===== src/core/probe_link_pkg.sv =====
// Shared constants and types for the unpowered-port probe link
package probe_link_pkg;
    // Clock rate and timing figures
    localparam int CLK_MHZ = 200;
    localparam int PROBE_INTERVAL_US = 100;
    localparam int PROBE_ON_US = 20;
    localparam int PATTERN_START_LIMIT_US = 10;
    localparam int FULL_POWER_WAIT_US = 30;
    localparam int PROBE_INTERVAL_CYC = PROBE_INTERVAL_US * CLK_MHZ;
    localparam int PROBE_ON_CYC = PROBE_ON_US * CLK_MHZ;
    localparam int PATTERN_START_CYC = PATTERN_START_LIMIT_US * CLK_MHZ;
    localparam int FULL_POWER_WAIT_CYC = FULL_POWER_WAIT_US * CLK_MHZ;
    // Link bit period in clock cycles and detection threshold
    localparam int BIT_CYC = 4;
    localparam int PATTERN_DETECT_BITS = 128;
    localparam int CNT_W = 16;
    localparam int BITCNT_W = 8;
    localparam logic [CNT_W-1:0] CNT_RESET = 16'h0000;
    localparam logic [BITCNT_W-1:0] BITCNT_RESET = 8'h00;

    typedef enum logic [2:0] {
        CP_IDLE = 3'b000,
        CP_PROBE = 3'b001,
        CP_SOURCE = 3'b011,
        CP_SINK = 3'b010
    } cp_state_t;

    typedef enum logic [1:0] {
        PC_OFF = 2'b00,
        PC_PATTERN = 2'b01,
        PC_READY = 2'b11
    } pc_state_t;

    // Saturating counter increment
    function automatic logic [CNT_W-1:0] cnt_inc(input logic [CNT_W-1:0] v);
        cnt_inc = (v == {CNT_W{1'b1}}) ? v : v + 16'h0001;
    endfunction : cnt_inc
endpackage : probe_link_pkg


===== src/core/probe_link_if.sv =====
// Interface joining the two power ports across the cable
`timescale 1ns/10ps
interface probe_link_if;
    logic probe_supply;
    logic full_bus_voltage;
    logic pattern_bit;
    logic pattern_en_n;
    modport cons_prov (output probe_supply, output full_bus_voltage, input pattern_bit,
        input pattern_en_n);
    modport prov_cons (input probe_supply, input full_bus_voltage, output pattern_bit,
        output pattern_en_n);
endinterface : probe_link_if


===== src/core/cons_prov_port.sv =====
// Consumer/Provider end: probes the bus and takes the source role
`timescale 1ns/10ps
// Summary of operation
// - Stay source role until detach or hard reset
// - Lost connection returns port to default state; the source role ignores it and leaves only on detach or hard reset
// - Probe bus periodically while no full voltage
// - On detection switch probe to full voltage
// - No response means full voltage stays off
// - Keep probing after a silent probe
// - Probe on-time bounded by timer
// - Detection capability always present
// - Partner starts with bus output off
// - Partner sends alternating bit pattern
// - Partner starts pattern within start limit; a later start only sets start_late_out
// - Partner waits full-power interval before logic
// - Partner stops pattern when ready
// - Both record implicit role swap
// - Detect only after 128 alternating bits
// - Interval timer schedules next probe
module cons_prov_port
    import probe_link_pkg::*;
#(
    parameter int PROBE_INTERVAL = PROBE_INTERVAL_CYC,
    parameter int PROBE_ON = PROBE_ON_CYC
) (
    input wire logic clk_in,
    input wire logic rst_n_in,
    input wire logic clk_en_in,
    input wire logic detach_in,
    input wire logic hard_reset_in,
    input wire logic bus_powered_in,
    output logic role_source_out,
    output logic role_sink_out,
    output logic probing_out,
    probe_link_if.cons_prov link
);
    cp_state_t state_reg;
    logic [CNT_W-1:0] timer_reg;
    logic [BITCNT_W-1:0] alt_cnt_reg;
    logic [BITCNT_W-1:0] bit_tmr_reg;
    logic bit_s1_reg, bit_s2_reg, en_s1_reg, en_s2_reg, vbus_s1_reg, vbus_s2_reg;
    // Bit sampler state
    logic last_bit_reg;
    logic have_bit_reg;
    logic listening;
    logic sample_tick;
    logic detected;

    // Partner pins come from the far port's clock: two flip-flops each
    always_ff @(posedge clk_in or negedge rst_n_in) begin
        if (!rst_n_in) begin
            bit_s1_reg <= 1'b0;
            bit_s2_reg <= 1'b0;
            en_s1_reg <= 1'b1;
            en_s2_reg <= 1'b1;
        end else if (clk_en_in) begin
            bit_s1_reg <= link.pattern_bit;
            bit_s2_reg <= bit_s1_reg;
            en_s1_reg <= link.pattern_en_n;
            en_s2_reg <= en_s1_reg;
        end
    end

    // Bus sense comes from an analog comparator and is synchronised the same way
    always_ff @(posedge clk_in or negedge rst_n_in) begin
        if (!rst_n_in) begin
            vbus_s1_reg <= 1'b0;
            vbus_s2_reg <= 1'b0;
        end else if (clk_en_in) begin
            vbus_s1_reg <= bus_powered_in;
            vbus_s2_reg <= vbus_s1_reg;
        end
    end

    // Bits are sampled once per bit period, and only while the partner
    // enables its pattern during our own probe
    assign listening = (state_reg == CP_PROBE) && !en_s2_reg;
    assign sample_tick = listening && (bit_tmr_reg == BITCNT_W'(BIT_CYC - 1));
    assign detected = (alt_cnt_reg >= BITCNT_W'(PATTERN_DETECT_BITS - 1));

    // Bit period timer; restarts whenever listening stops
    always_ff @(posedge clk_in or negedge rst_n_in) begin
        if (!rst_n_in) begin
            bit_tmr_reg <= BITCNT_RESET;
        end else if (clk_en_in) begin
            if (!listening || sample_tick) begin
                bit_tmr_reg <= BITCNT_RESET;
            end else begin
                bit_tmr_reg <= bit_tmr_reg + 8'h01;
            end
        end
    end

    // The first sample of a run has nothing to compare with, so a bit left
    // over from an earlier probe can never count as an alternation
    always_ff @(posedge clk_in or negedge rst_n_in) begin
        if (!rst_n_in) begin
            last_bit_reg <= 1'b0;
            have_bit_reg <= 1'b0;
        end else if (clk_en_in) begin
            if (!listening) begin
                have_bit_reg <= 1'b0;
            end else if (sample_tick) begin
                last_bit_reg <= bit_s2_reg;
                have_bit_reg <= 1'b1;
            end
        end
    end

    // Consecutive alternations; 127 of them span the 128 bits required
    always_ff @(posedge clk_in or negedge rst_n_in) begin
        if (!rst_n_in) begin
            alt_cnt_reg <= BITCNT_RESET;
        end else if (clk_en_in) begin
            if (!listening) begin
                alt_cnt_reg <= BITCNT_RESET;
            end else if (sample_tick) begin
                if (have_bit_reg && (bit_s2_reg != last_bit_reg)) begin
                    if (!detected) begin
                        alt_cnt_reg <= alt_cnt_reg + 8'h01;
                    end
                end else begin
                    alt_cnt_reg <= BITCNT_RESET;
                end
            end
        end
    end

    // Port sequencer; one timer serves both the idle interval and the probe
    // on-time, since the two never run together. Detection is always built in.
    always_ff @(posedge clk_in or negedge rst_n_in) begin
        if (!rst_n_in) begin
            state_reg <= CP_IDLE;
            timer_reg <= CNT_RESET;
        end else if (clk_en_in) begin
            if (detach_in || hard_reset_in) begin
                state_reg <= CP_IDLE;
                timer_reg <= CNT_RESET;
            end else begin
                unique case (state_reg)
                    CP_IDLE: begin
                        if (vbus_s2_reg) begin
                            // Partner already sources the bus
                            state_reg <= CP_SINK;
                        end else if (timer_reg >= CNT_W'(PROBE_INTERVAL - 1)) begin
                            state_reg <= CP_PROBE;
                            timer_reg <= CNT_RESET;
                        end else begin
                            timer_reg <= cnt_inc(timer_reg);
                        end
                    end
                    CP_PROBE: begin
                        if (vbus_s2_reg) begin
                            // Partner started sourcing mid-probe; yield at once
                            state_reg <= CP_SINK;
                        end else if (detected) begin
                            state_reg <= CP_SOURCE;
                        end else if (timer_reg >= CNT_W'(PROBE_ON - 1)) begin
                            // Silent probe: back off and retry later
                            state_reg <= CP_IDLE;
                            timer_reg <= CNT_RESET;
                        end else begin
                            timer_reg <= cnt_inc(timer_reg);
                        end
                    end
                    // Held until detach or hard reset; no other loss detection
                    CP_SOURCE: state_reg <= CP_SOURCE;
                    CP_SINK: begin
                        if (!vbus_s2_reg) begin
                            state_reg <= CP_IDLE;
                        end
                    end
                    // Unused codes fall back to idle instead of locking up
                    default: begin
                        state_reg <= CP_IDLE;
                        timer_reg <= CNT_RESET;
                    end
                endcase
            end
        end
    end

    // Bus drive straight from flip-flops; the probe stays on until the edge that
    // applies full voltage, so the partner never sees an unpowered gap
    always_ff @(posedge clk_in or negedge rst_n_in) begin
        if (!rst_n_in) begin
            link.probe_supply <= 1'b0;
            link.full_bus_voltage <= 1'b0;
        end else if (clk_en_in) begin
            link.probe_supply <= (state_reg == CP_PROBE);
            link.full_bus_voltage <= (state_reg == CP_SOURCE);
        end
    end

    // Status outputs straight from flip-flops
    always_ff @(posedge clk_in or negedge rst_n_in) begin
        if (!rst_n_in) begin
            role_source_out <= 1'b0;
            role_sink_out <= 1'b0;
            probing_out <= 1'b0;
        end else if (clk_en_in) begin
            role_source_out <= (state_reg == CP_SOURCE);
            role_sink_out <= (state_reg == CP_SINK);
            probing_out <= (state_reg == CP_PROBE);
        end
    end
endmodule : cons_prov_port


===== src/flat_wrapper.sv =====
// flat-port wrapper written by rule: the top's interface ports become plain ports
module cons_prov_port_flat import probe_link_pkg::*;
#(
    parameter int PROBE_INTERVAL = PROBE_INTERVAL_CYC,
    parameter int PROBE_ON = PROBE_ON_CYC
)
  (clk_in, rst_n_in, clk_en_in, detach_in, hard_reset_in, bus_powered_in, role_source_out, role_sink_out, probing_out, link_probe_supply, link_full_bus_voltage, link_pattern_bit, link_pattern_en_n);
  probe_link_if link_i ();
  input wire logic clk_in;
  input wire logic rst_n_in;
  input wire logic clk_en_in;
  input wire logic detach_in;
  input wire logic hard_reset_in;
  input wire logic bus_powered_in;
  output logic role_source_out;
  output logic role_sink_out;
  output logic probing_out;
  output wire logic [$bits(link_i.probe_supply)-1:0] link_probe_supply;
  output wire logic [$bits(link_i.full_bus_voltage)-1:0] link_full_bus_voltage;
  input wire logic [$bits(link_i.pattern_bit)-1:0] link_pattern_bit;
  input wire logic [$bits(link_i.pattern_en_n)-1:0] link_pattern_en_n;
  assign link_probe_supply = link_i.probe_supply;
  assign link_full_bus_voltage = link_i.full_bus_voltage;
  assign link_i.pattern_bit = link_pattern_bit;
  assign link_i.pattern_en_n = link_pattern_en_n;
  cons_prov_port #(.PROBE_INTERVAL(PROBE_INTERVAL), .PROBE_ON(PROBE_ON)) u_core (.clk_in(clk_in), .rst_n_in(rst_n_in), .clk_en_in(clk_en_in), .detach_in(detach_in), .hard_reset_in(hard_reset_in), .bus_powered_in(bus_powered_in), .role_source_out(role_source_out), .role_sink_out(role_sink_out), .probing_out(probing_out), .link(link_i));
endmodule

===== config.mk =====
export PLATFORM = sky130hd
export DESIGN_NAME = cons_prov_port_flat
export DESIGN_NICKNAME = d
export VERILOG_FILES = /design/src/core/probe_link_pkg.sv /design/src/core/probe_link_if.sv /design/src/core/cons_prov_port.sv /design/src/flat_wrapper.sv
export SDC_FILE = /design/constraint.sdc
export NUM_CORES = 1
export LEC_CHECK = 0
export BUFFER_PORTS_ARGS = -buffer_cell sky130_fd_sc_hd__buf_2
export CORE_ASPECT_RATIO = 0.75
export CORE_MARGIN = 5
export CORE_UTILIZATION = 58
export CTS_CLUSTER_DIAMETER = 120
export CTS_CLUSTER_SIZE = 12
export DETAILED_ROUTE_END_ITERATION = 8
export GPL_TIMING_DRIVEN = 0
export PLACE_DENSITY = 0.82
export REMOVE_ABC_BUFFERS = 1
export SYNTH_ARGS = -nofsm -noshare
export SYNTH_HDL_FRONTEND = slang
export SYNTH_SLANG_ARGS = --single-unit

===== constraint.sdc =====
create_clock -name clk_in -period 3.2 [get_ports clk_in]
set_input_delay 0.32 -clock clk_in [delete_from_list [all_inputs] [get_ports clk_in]]
set_output_delay 0.32 -clock clk_in [all_outputs]
set_load 0.005 [all_outputs]

# After elaboration in Yosys (flattened, before gate mapping)
# Cells that the tools add are included.
# W data, S select, Z words.
# totals
ff_bits	46
latchBits	0
mem_bits_rw	0
romBits	0
in_bits	8
out_inout_bits	5
wordCells	73
memories	0
# classes
add_sub_neg	3
n_mul	0
div_mod_pow	0
magnitude_cmp	3
eq_ne	15
shifts	0
muxes	23
bitwise	0
reduce_logical	14
# op_table
operator	count
$mux W16	7
$pmux W16 S3	1
$mux W8	5
$mux W3	7
$add A16 B1 Y16 const B	1
$add A8 B1 Y8 const B	2
$eq A16 B16 Y1 const B	1
$ge A16 B12 Y1 const B	1
$ge A16 B15 Y1 const B	1
$ne A3 B3 Y1 const B	5
$pmux W3 S4	1
$eq A8 B2 Y1 const B	1
$ge A8 B7 Y1 const B	1
$eq A3 B2 Y1 const B	2
$reduce_and A3 Y1	2
$ne A5 B3 Y1 const B	1
$reduce_and A5 Y1	1
$ne A4 B1 Y1 const B	1
$reduce_and A4 Y1	1
$eq A3 B1 Y1 const B	1
$logic_and A1 B1 Y1	3
$logic_not A3 Y1	1
$logic_not A1 Y1	2
$logic_or A1 B1 Y1	2
6 further kinds	7

# Logic depth before layout (Yosys ltp)
# Gate-level depths: netlist of run 1.
# logic_depth
word_depth	7
ltp_mapped	8

# Worst setup path after synthesis of run 1
# No wires, ideal clock.
# synth_timing
kind	register to register
start	register u_core.timer_reg[0]
end	register u_core.timer_reg[11]
arrival_ps	1731
required_time_ps	3075
slack_ps	1344
stages_incl_launch_ff	8
n_path_buf	0
cell_sequence	dfrtp_1 > ha_1 > and4_1 > nand3_1 > or4b_2 > nand2_1 > o2bb2a_1 > o31ai_1
# synth_between
elab_chain_len	7
elab_cells_between_ends	12
# synth_lines
item	line_no	source
from (decl)	cons_prov_port.sv:38	logic [CNT_W-1:0] timer_reg;
from (signal assigned)	cons_prov_port.sv:149	timer_reg <= cnt_inc(timer_reg);
from (signal assigned)	cons_prov_port.sv:163	timer_reg <= cnt_inc(timer_reg);
$add A16 B1 Y16 / $eq A16 B16 Y1 (equally long branches)	probe_link_pkg.sv:36	cnt_inc = (v == {CNT_W{1'b1}}) ? v : v + 16'h0001;
$mux W16	probe_link_pkg.sv:36	
$mux W16	cons_prov_port.sv:158	end else if (timer_reg >= CNT_W'(PROBE_ON - 1)) begin
$mux W16	cons_prov_port.sv:156	end else if (detected) begin
$mux W16	cons_prov_port.sv:153	if (vbus_s2_reg) begin
$pmux W16 S3 (*)	cons_prov_port.sv:140	unique case (state_reg)
$mux W16 (*)	cons_prov_port.sv:136	if (detach_in || hard_reset_in) begin
# Mark *: on every way between the ends. The rest lies on a longest branch, timed or not. The select of a mux whose other input is x is not followed.
# A chain may end at the register's enable or synchronous reset.

# Final worst setup path of run 1
# Same ends and word-level chain as after synthesis.

==> impl_metrics.yaml, run 1 <==
worst_setup_path:
  worstRegToRegCells: 7
  crit_fanout: 12
  worst_path_max_stage_delay_ps: 430
  cell_depth_of_the_worst_setup_path: 7
  crit_path_end_kind: "flop"
  crit_buf_inv: 0
  critPathLaunchType: "flop"
  cp_top_family: "compound AO/OA/AOI/OAI gates"
  timing.critical_path.cells: "ha_1, nand4_1, nand3_1, a221oi_2, o21a_1, nand2_1, o31ai_1"
  critPathRequiredTime_ps: 3390
  critPathSlowestCell: "sky130_fd_sc_hd__o21a_1"
  cp_data_arrival_time_ps: 2550
  crit_type: "reg2reg"
finish:
  mostFrequentLayoutCell: "sky130_fd_sc_hd__dfrtp_1"
  syn_to_final_growth_pct: 7.016
  filler_cell_count: 335
  largest_register_ffs: 16
  nNetsFinal: 285
  finalNonFillerCells: 330
  drive_above_1_share_pct: 14.18
  antenna_cells_inserted: 0
  mostFrequentLayoutCells: "sky130_fd_sc_hd__dfrtp_1 (43), sky130_fd_sc_hd__nand2_1 (32), sky130_fd_sc_hd__o21ai_0 (24)"
timing:
  fin_crit_sh_pct: 73.65
  total_count_of_hold_check_failures_in_the_final_report: 0
  tns_ps: 0
  shortest_period_the_worst_path_allows_ps: 2357
  drv_slew: 0
  grt_setup_unrepaired: "no"
  setup_viol: 0
  skew_ps: 8.348
  setup_slack_ps: 843.4
  whs_ps: 172.6
  achievable-frequency_mhz: 424.3
  worst_slew_margin_relative_to_its_limit_pct: 36.26
  worstMarginPinSlew_ps: 956.1
route:
  drt-pass1-iter-count: 4
  vias: 2042
  routedWlPerCell_um: 14.97
  wirelength_routed_um: 4941
  post_drt_via_cell_ratio: 6.188
  drc: 0
  antenna_viol_nets_final: 0
  drt-initial-drc-count: 166
yosys:
  ys_ff_latch: 45
  synth_seq_area_share_pct: 45.86
  synth.lib_cells_used.distinct: 53
  share_of_synthesized_registers_carrying_an_async_set_or_reset_pct: 100.0
  post_synth_instance_area_um2: 2461
  syn_inst: 266
  post_synth.cell_area_avg_um2: 9.252
  yosysWarnings: 0
  postSynth.topFlopCell: "sky130_fd_sc_hd__dfrtp_1"
  synth_edf_count: 0
flow_run:
  max_capacitance_violation_count: 0
die:
  fp.dieArea_um2: 5660
  die-height_um: 66.42
  initial_utilization_pct: 60.34
  core_area_um2: 4079
  floorplan.io_pins: 13
  die_x_um: 85.22
  placementRows: 20
placement:
  place.gp.congestion: 0.9495
  place_inst: 322
  hpwlAfterDp_um: 3485
  setup_slack_placement_ps: 780.7
  port_buffers: 12
clocking:
  number_of_buffers_inserted_to_repair_setup_after_cts: 0
  ctsResizeCount: 0
  cts_inserted_buffers: 5
  max-clock-path-buffers: 2
  htree_depth: 2
  cts_tree: "built"
  clock-root-buffer: "sky130_fd_sc_hd__clkbuf_8"
  cts_num_sinks: 45
  path_clk_slew_ps: 90
  hold_buffers: 0
  clock_insertion_delay_worst_skew_ps: 300
global_route:
  grt_max_degree: 46
  globalRouteTotalUtil_pct: 19.40
  grt_pass1_vias: 1903
  antenna_found_initial: 0
  grt_first_pass_wirelength_um: 8790
  grt_overflow: 0
status:
  run_status: "completed"
power_and_ir_drop:
  power-per-cell-area_nw_per_um2: 408.7
  peakVddDrop_mv: 0.2918
  p_leak_nw: 1.103
min_path:
  hold_path.class: "in2async"
layer usage:
layer  vias up  part of all wire (%)  track usage, %
li1       1006                     -               -
met1       979                    52           27.85
met2        53                    42           28.68
met3         4                   5.4           5.106
met4         0                  0.59           5.731
met5         -                     0               0
metrics by stage:
step                area (um2)  utilization, %  power [mW]
global route              2634           64.57       1.125
floorplan                 2404               -      0.6646
finish                    2634           64.57       1.076
detailed placement        2532           62.09      0.7048
global placement          2532           62.09      0.7015
CTS                       2634           64.57       1.083
layout make-up:
| class | instances | area, um2 | area share [%] |
|---|---|---|---|
| inverters | 5 | 18.77 | 0.7126 |
| well taps | 55 | 68.82 | 2.613 |
| multi-input cells | 205 | 1256 | 47.70 |
| clock inverters | 1 | 5.005 | 0.1900 |
| flip-flops and latches | 45 | 1129 | 42.85 |
| repair buffers | 12 | 60.06 | 2.280 |
| clock buffers | 7 | 96.34 | 3.658 |
final timing paths:
check / endpoint / startpoint / slack [ps]
worst min-delay path: u_core.bit_tmr_reg[0] / rst_n_in / 170
min in group clk_in: u_core.bit_s1_reg / link_pattern_bit / 250
max in group asynchronous: u_core.timer_reg[5] / rst_n_in / 2440
worst max register to register: u_core.timer_reg[11] / u_core.timer_reg[0] / 840
worst min register to register: u_core.bit_s1_reg / u_core.bit_s1_reg / 510
worst max-delay path: u_core.timer_reg[11] / u_core.timer_reg[0] / 840
cell families (layout without fill, tap and decap cells):
logic type,after synthesis,after routing,synth area share (%)
xor gates and xnor gates,5,5,1.780
muxes,9,9,4.067
buffers and inverters,16,25,3.101
AOI/OAI and AO/OA,75,75,19.98
adders and majority gates,3,3,1.525
and+or+nand+nor,113,113,23.69
DFF,45,45,45.86
synthesized netlist by cell type (4+ instances only):
master / count / area (um2)
sky130_fd_sc_hd__dfrtp_1: 43 / 1076
sky130_fd_sc_hd__nand2_1: 32 / 120.1
sky130_fd_sc_hd__o21ai_0: 24 / 120.1
sky130_fd_sc_hd__nor2_1: 22 / 82.58
sky130_fd_sc_hd__nand3_1: 21 / 105.1
sky130_fd_sc_hd__a21oi_1: 13 / 65.06
sky130_fd_sc_hd__mux2_2: 8 / 90.09
sky130_fd_sc_hd__a31oi_1: 7 / 43.79
sky130_fd_sc_hd__and2_1: 7 / 43.79
sky130_fd_sc_hd__nand4_1: 6 / 37.54
sky130_fd_sc_hd__o31ai_1: 5 / 37.54
sky130_fd_sc_hd__a41oi_1: 4 / 35.03
sky130_fd_sc_hd__and4_1: 4 / 35.03
sky130_fd_sc_hd__buf_2: 4 / 20.02
sky130_fd_sc_hd__clkbuf_1: 4 / 15.01
sky130_fd_sc_hd__inv_1: 4 / 15.01
report_power, final:
group | leakage, nW | total [mW] | switching (mW) | internal, mW
combinational | 0.438 | 0.0927 | 0.0623 | 0.0304
sequential | 0.611 | 0.601 | 0.0160 | 0.585
clock | 0.0542 | 0.383 | 0.187 | 0.195
total | 1.10 | 1.08 | 0.266 | 0.811
(Power assumes the default switching activity.)
==> run 2, diff against run 1 <==
--- a/config.mk
+++ b/config.mk
@@ -5,6 +5,7 @@
 export SDC_FILE = /design/constraint.sdc
 export NUM_CORES = 1
 export LEC_CHECK = 0
+export ABC_AREA = 1
 export BUFFER_PORTS_ARGS = -buffer_cell sky130_fd_sc_hd__buf_2
 export CORE_ASPECT_RATIO = 0.75
 export CORE_MARGIN = 5
==> constraint.sdc (replaced) <==
create_clock -name clk_in -period 2.2 [get_ports clk_in]
set_input_delay 0.22 -clock clk_in [delete_from_list [all_inputs] [get_ports clk_in]]
set_output_delay 0.22 -clock clk_in [all_outputs]
set_load 0.005 [all_outputs]
==> run 2 against run 1 <==
Cell count increased by 40%. Non-clock buffer count is the same. Combinational power increased by 120%. Count of clock-buffer cells in the layout fell by 1. Sequential power up 49%. Clock skew rose by 3.1 ps. Critical path depth increased by 3. Synthesized cell count grew 49%. Sequential cell count unchanged. Clock power rose by 35%. Critical endpoint is now u_core.timer_reg[7]. Largest cell class unchanged.
==> impl_metrics.yaml, run 2 <==
placement:
  place.gp.congestion: 0.9240
  hpwlAfterDp_um: 4370
  port_buffers: 12
  setup_slack_placement_ps: 174.5
  placed_cell_area_um2: 3002
worst_setup_path:
  cp_top_family: "simple AND/OR/NAND/NOR gates"
  crit_type: "reg2reg"
  internal_reg_to_reg_setup_slack_ps: 200
  critPathLaunchType: "flop"
  cp_data_arrival_time_ps: 2250
  crit_fanout: 11
  worst_path_most_repeated_cell: "sky130_fd_sc_hd__nand2_1"
  crit_buf_inv: 0
  r2r_end: "u_core.timer_reg[7]"
  cell_depth_of_the_worst_setup_path: 10
  timing.critical_path.cells: "ha_1, nand2_1, nor2_2, nand2_1, nand2_1, nand2_1, nand3_2, a21oi_4, nand3_2, nand2_2"
  worst_path_max_stage_delay_ps: 470
  crit_path_end_kind: "flop"
  worstRegToRegCells: 10
  critPathSlowestCell: "sky130_fd_sc_hd__dfrtp_2"
  worstReg2RegStart: "u_core.timer_reg[0]"
  critPathRequiredTime_ps: 2450
clocking:
  cts_inserted_buffers: 5
  number_of_buffers_inserted_to_repair_setup_after_cts: 0
  cts_tree: "built"
  htree_depth: 2
  path_clk_slew_ps: 90
  max-clock-path-buffers: 2
  cts_num_sinks: 45
  clock-root-buffer: "sky130_fd_sc_hd__clkbuf_8"
  hold_buffers: 0
  clock_insertion_delay_worst_skew_ps: 310
finish:
  mostFrequentLayoutCells: "sky130_fd_sc_hd__nand2_1 (117), sky130_fd_sc_hd__dfrtp_1 (42), sky130_fd_sc_hd__nor2_1 (37)"
  nNetsFinal: 411
  mostFrequentLayoutCell: "sky130_fd_sc_hd__nand2_1"
  largest_register_ffs: 16
  filler_cell_count: 442
  design_area_um2: 3095
  syn_to_final_growth_pct: 3.688
  drive_above_1_share_pct: 20.70
  antenna_cells_inserted: 0
  final_core_utilization_pct: 62.82
timing:
  achievable-frequency_mhz: 500.1
  tns_ps: 0
  skew_ps: 11.44
  drv_slew: 0
  worstMarginPinSlew_ps: 976.3
  worst_slew_margin_relative_to_its_limit_pct: 34.91
  setup_slack_ps: 200.5
  shortest_period_the_worst_path_allows_ps: 2000
  setup_viol: 0
  fin_crit_sh_pct: 90.89
  grt_setup_unrepaired: "no"
  total_count_of_hold_check_failures_in_the_final_report: 0
route:
  routedWlPerCell_um: 12.84
  vias: 2502
  drt-initial-drc-count: 273
  post_drt_via_cell_ratio: 5.427
  drc: 0
  antenna_viol_nets_final: 0
  wirelength_routed_um: 5919
  drt-pass1-iter-count: 6
die:
  floorplan.io_pins: 13
  core_area_um2: 4927
  fp.dieArea_um2: 6697
  initial_utilization_pct: 60.59
  placementRows: 22
  die_x_um: 92.84
  die-height_um: 72.13
yosys:
  synthMostInstantiatedCell: "sky130_fd_sc_hd__nand2_1"
  syn_inst: 396
  synth_commonest_cells: "sky130_fd_sc_hd__nand2_1 (117), sky130_fd_sc_hd__dfrtp_1 (43), sky130_fd_sc_hd__nor2_1 (37), sky130_fd_sc_hd__inv_1 (34), sky130_fd_sc_hd__nand3_1 (27)"
  share_of_synthesized_registers_carrying_an_async_set_or_reset_pct: 100.0
  postSynth.topFlopCell: "sky130_fd_sc_hd__dfrtp_1"
  post_synth.cell_area_avg_um2: 7.539
  synth_seq_area_share_pct: 37.80
  synth.lib_cells_used.distinct: 37
  synth_top_cell_area_share_pct: 36.04
  yosysWarnings: 0
  synth_edf_count: 0
  cell_type_with_the_highest_aggregate_area_in_the_netlist: "sky130_fd_sc_hd__dfrtp_1"
  netlist_top_cells_area: "sky130_fd_sc_hd__dfrtp_1 (36%), sky130_fd_sc_hd__nand2_1 (15%), sky130_fd_sc_hd__nand3_2 (6.0%), sky130_fd_sc_hd__nor2_1 (4.7%), sky130_fd_sc_hd__nand3_1 (4.5%)"
  post_synth_instance_area_um2: 2985
  ys_ff_latch: 45
power_and_ir_drop:
  peakVddDrop_mv: 0.2471
  power-per-cell-area_nw_per_um2: 521.9
  p_leak_nw: 1.514
  power_mw: 1.616
global_route:
  grt_pass1_vias: 2200
  grt_first_pass_wirelength_um: 10270
  antenna_found_initial: 0
  grt_max_degree: 46
  globalRouteTotalUtil_pct: 19.04
  grt_overflow: 0
status:
  run_status: "completed"
flow_run:
  max_capacitance_violation_count: 0
min_path:
  hold_path.class: "in2async"
run 2: cell types whose count changed in the layout (fill, tap and decap cells not counted), moves of 7 or more:
cell,delta
sky130_fd_sc_hd__nand2_1,+85
sky130_fd_sc_hd__inv_1,+30
sky130_fd_sc_hd__nand2_2,+19
sky130_fd_sc_hd__nand3_2,+18
sky130_fd_sc_hd__nor2_1,+15
sky130_fd_sc_hd__o21ai_0,-14
sky130_fd_sc_hd__xor2_1,+9
sky130_fd_sc_hd__mux2_2,-8
sky130_fd_sc_hd__a21oi_1,-7
sky130_fd_sc_hd__a31oi_1,-7
sky130_fd_sc_hd__and2_1,-7
run 2: worst max-delay path by stage:
stage,slack (ps),end,from
global placement,210,u_core.alt_cnt_reg[1],u_core.bit_tmr_reg[0]
CTS,150,u_core.alt_cnt_reg[1],u_core.bit_tmr_reg[0]
finish,200,u_core.timer_reg[7],u_core.timer_reg[0]
floorplan,450,u_core.alt_cnt_reg[1],u_core.bit_tmr_reg[0]
detailed placement,170,u_core.alt_cnt_reg[1],u_core.bit_tmr_reg[0]
global route,60,u_core.timer_reg[7],u_core.timer_reg[0]
run 2: cells by family after synthesis:
| logic type | count (synthesis) | share of synthesized area (%) |
|---|---|---|
| AND/OR/NAND/NOR | 252 | 42.04 |
| buffers and inverters | 57 | 9.346 |
| flip-flops | 45 | 37.80 |
| AO/OA/AOI/OAI | 25 | 5.449 |
| XOR/XNOR | 14 | 4.107 |
| adder cells (fa/ha/maj) | 3 | 1.257 |
run 2: final cells by class:
type | count | area, um2 | share of cell area, %
inverters | 42 | 160.2 | 5.174
repair buffers | 12 | 60.06 | 1.940
multi-input cells | 294 | 1583 | 51.13
well taps | 60 | 75.07 | 2.425
clock buffers | 6 | 72.57 | 2.344
flip-flops and latches | 45 | 1130 | 36.50
clock inverters | 2 | 15.01 | 0.4850
run 2: metrics by stage:
stage,std cells,hold slack [ps]
floorplan,381,-75.59
global route,461,100.1
global placement,453,421.5
detailed placement,453,428.5
CTS,461,98.64
finish,461,65.19
run 2: report_power, final:
part / leakage, nW / total (mW) / switching [mW] / internal (mW)
clock: 0.0374 / 0.518 / 0.294 / 0.224
sequential: 0.610 / 0.896 / 0.0355 / 0.861
combinational: 0.866 / 0.201 / 0.143 / 0.0583
run 2: what timing repair did:
action / CTS / global route
endpoints found under the setup margin: 0 / 6
endpoints found under the hold margin: 0 / 0
gates resized for setup: 0 / 2
run 2: layer usage:
metal	wire length (um)	up-vias	GRT usage [%]	part of all wire (%)
li1	-	1259	-	-
met1	2864	1142	29.77	48
met2	2450	92	26.58	41
met3	531	9	3.731	9.0
met4	72	0	5.203	1.2
met5	0	-	0	0
==> run 3, diff against run 2 <==
--- a/config.mk
+++ b/config.mk
@@ -15,7 +15,6 @@
 export DETAILED_ROUTE_END_ITERATION = 8
 export GPL_TIMING_DRIVEN = 0
 export PLACE_DENSITY = 0.82
-export REMOVE_ABC_BUFFERS = 1
 export SYNTH_ARGS = -nofsm -noshare
 export SYNTH_HDL_FRONTEND = slang
 export SYNTH_SLANG_ARGS = --single-unit
==> run 3 against run 2 <==
Cell count rose by 3.0%. Total power rose by 2.1%. First-iteration DRC count is 27% lower. Clock power up 1%. Critical path type unchanged. Combinational power rose by 16%. Routed wire length up 3.9%. Final area is 3.6% higher.
==> impl_metrics.yaml, run 3 (synthesized netlist as in run 2, its figures left out) <==
placement:
  placed_cell_area_um2: 3115
  port_buffers: 11
  setup_slack_placement_ps: 450.2
  hpwlAfterDp_um: 4580
  place.gp.congestion: 0.9133
worst_setup_path:
  internal_reg_to_reg_setup_slack_ps: 390
  critPathLaunchType: "flop"
  timing.critical_path.cells: "ha_1, nand2_1, nor2_2, nand2_1, inv_2, nand2_2, nand2_1, nand4_1, nand2_1, nand3_1, nand2_1"
  critPathRequiredTime_ps: 2440
  cp_data_arrival_time_ps: 2050
  crit_type: "reg2reg"
  crit_fanout: 6
  crit_buf_inv: 1
  cp_top_family: "simple AND/OR/NAND/NOR gates"
  worstReg2RegStart: "u_core.timer_reg[1]"
  worstRegToRegCells: 11
  critPathSlowestCell: "sky130_fd_sc_hd__dfrtp_1"
  crit_path_end_kind: "flop"
  worst_path_max_stage_delay_ps: 430
  r2r_end: "u_core.timer_reg[4]"
  cp-startpoint: "u_core.timer_reg[1]"
  worst_path_most_repeated_cell: "sky130_fd_sc_hd__nand2_1"
finish:
  mostFrequentLayoutCells: "sky130_fd_sc_hd__nand2_1 (117), sky130_fd_sc_hd__dfrtp_1 (43), sky130_fd_sc_hd__nor2_1 (37)"
  drive_above_1_share_pct: 22.65
  design_area_um2: 3206
  largest_register_ffs: 16
  syn_to_final_growth_pct: 7.376
  nNetsFinal: 425
  mostFrequentLayoutCell: "sky130_fd_sc_hd__nand2_1"
  antenna_cells_inserted: 0
timing:
  setup_slack_ps: 385.4
  tns_ps: 0
  whs_ps: 83.45
  total_count_of_hold_check_failures_in_the_final_report: 0
  shortest_period_the_worst_path_allows_ps: 1815
  fin_crit_sh_pct: 82.48
  skew_ps: 8.451
  setup_viol: 0
  drv_slew: 0
  achievable-frequency_mhz: 551.1
  worstMarginPinSlew_ps: 1003
  worst_slew_margin_relative_to_its_limit_pct: 33.15
  grt_setup_unrepaired: "no"
global_route:
  antenna_found_initial: 0
  grt_pass1_vias: 2296
  grt_first_pass_wirelength_um: 10840
  grt_max_degree: 46
  grt_overflow: 0
  globalRouteTotalUtil_pct: 20.02
route:
  wirelength_routed_um: 6148
  vias: 2546
  drc: 0
  antenna_viol_nets_final: 0
  drt-initial-drc-count: 200
  post_drt_via_cell_ratio: 5.360
  drt-pass1-iter-count: 5
  routedWlPerCell_um: 12.94
die:
  die-height_um: 72.13
  die_x_um: 92.84
  core_area_um2: 4927
  fp.dieArea_um2: 6697
  placementRows: 22
  floorplan.io_pins: 13
  initial_utilization_pct: 60.59
clocking:
  number_of_buffers_inserted_to_repair_setup_after_cts: 0
  path_clk_slew_ps: 90
  hold_buffers: 0
  htree_depth: 2
  ctsResizeCount: 0
  cts_num_sinks: 45
  clock-root-buffer: "sky130_fd_sc_hd__clkbuf_8"
  max-clock-path-buffers: 2
  cts_inserted_buffers: 5
  clock_insertion_delay_worst_skew_ps: 310
  cts_tree: "built"
power_and_ir_drop:
  p_leak_nw: 1.590
  power_mw: 1.650
  peakVddDrop_mv: 0.3123
  power-per-cell-area_nw_per_um2: 514.8
yosys:
  synth_fp_nets: 407
status:
  run_status: "completed"
flow_run:
  max_capacitance_violation_count: 0
min_path:
  hold_path.class: "in2async"
run 3: cell count changes in the layout (fill, tap and decap cells not counted):
cell	change
sky130_fd_sc_hd__buf_6	+2
sky130_fd_sc_hd__inv_6	+1
sky130_fd_sc_hd__dfrtp_1	+1
sky130_fd_sc_hd__buf_12	+1
sky130_fd_sc_hd__buf_8	+1
sky130_fd_sc_hd__nor2_4	-1
sky130_fd_sc_hd__buf_4	+4
sky130_fd_sc_hd__nor2_2	+1
sky130_fd_sc_hd__clkbuf_1	+2
sky130_fd_sc_hd__dfrtp_2	-1
sky130_fd_sc_hd__buf_2	+3
sky130_fd_sc_hd__clkinvlp_4	-1
sky130_fd_sc_hd__clkinv_2	+1
run 3: area by class of cell:
class	instances	area (um2)
multi-input cells	294	1578
repair buffers	11	55.05
well taps	60	75.07
fillers	403	1722
plain buffers	15	118.9
clock buffers	5	68.82
flip-flops and latches	45	1129
inverters	42	160.2
clock inverters	3	21.27
run 3: per-layer routing:
layer  up-vias  track usage, %  share of wire, %
li1       1288               -                 -
met1      1189           30.43                51
met2        61           29.29                42
met3         8           3.834               5.9
met4         0           5.203               1.1
met5         -               0                 0
run 3: worst max-delay path by stage:
stage	end	slack (ps)	cells after the start
final	u_core.timer_reg[4]	390	11
after global routing	u_core.state_reg[0]	190	12
after detailed placement	u_core.timer_reg[7]	450	11
after global placement	u_core.state_reg[1]	450	12
after floorplan	u_core.timer_reg[0]	660	11
after CTS	u_core.timer_reg[14]	420	11
run 3: power breakdown:
group	total [mW]	switching, mW	internal [mW]
sequential	0.892	0.0312	0.860
combinational	0.233	0.155	0.0786
clock	0.525	0.300	0.226
total	1.65	0.486	1.16
run 3: per-stage QoR:
stage / utilization, % / cells
global route: 65.06 / 475
floorplan: - / 396
global placement: 63.23 / 467
finish: 65.06 / 475
detailed placement: 63.23 / 467
CTS: 65.06 / 475
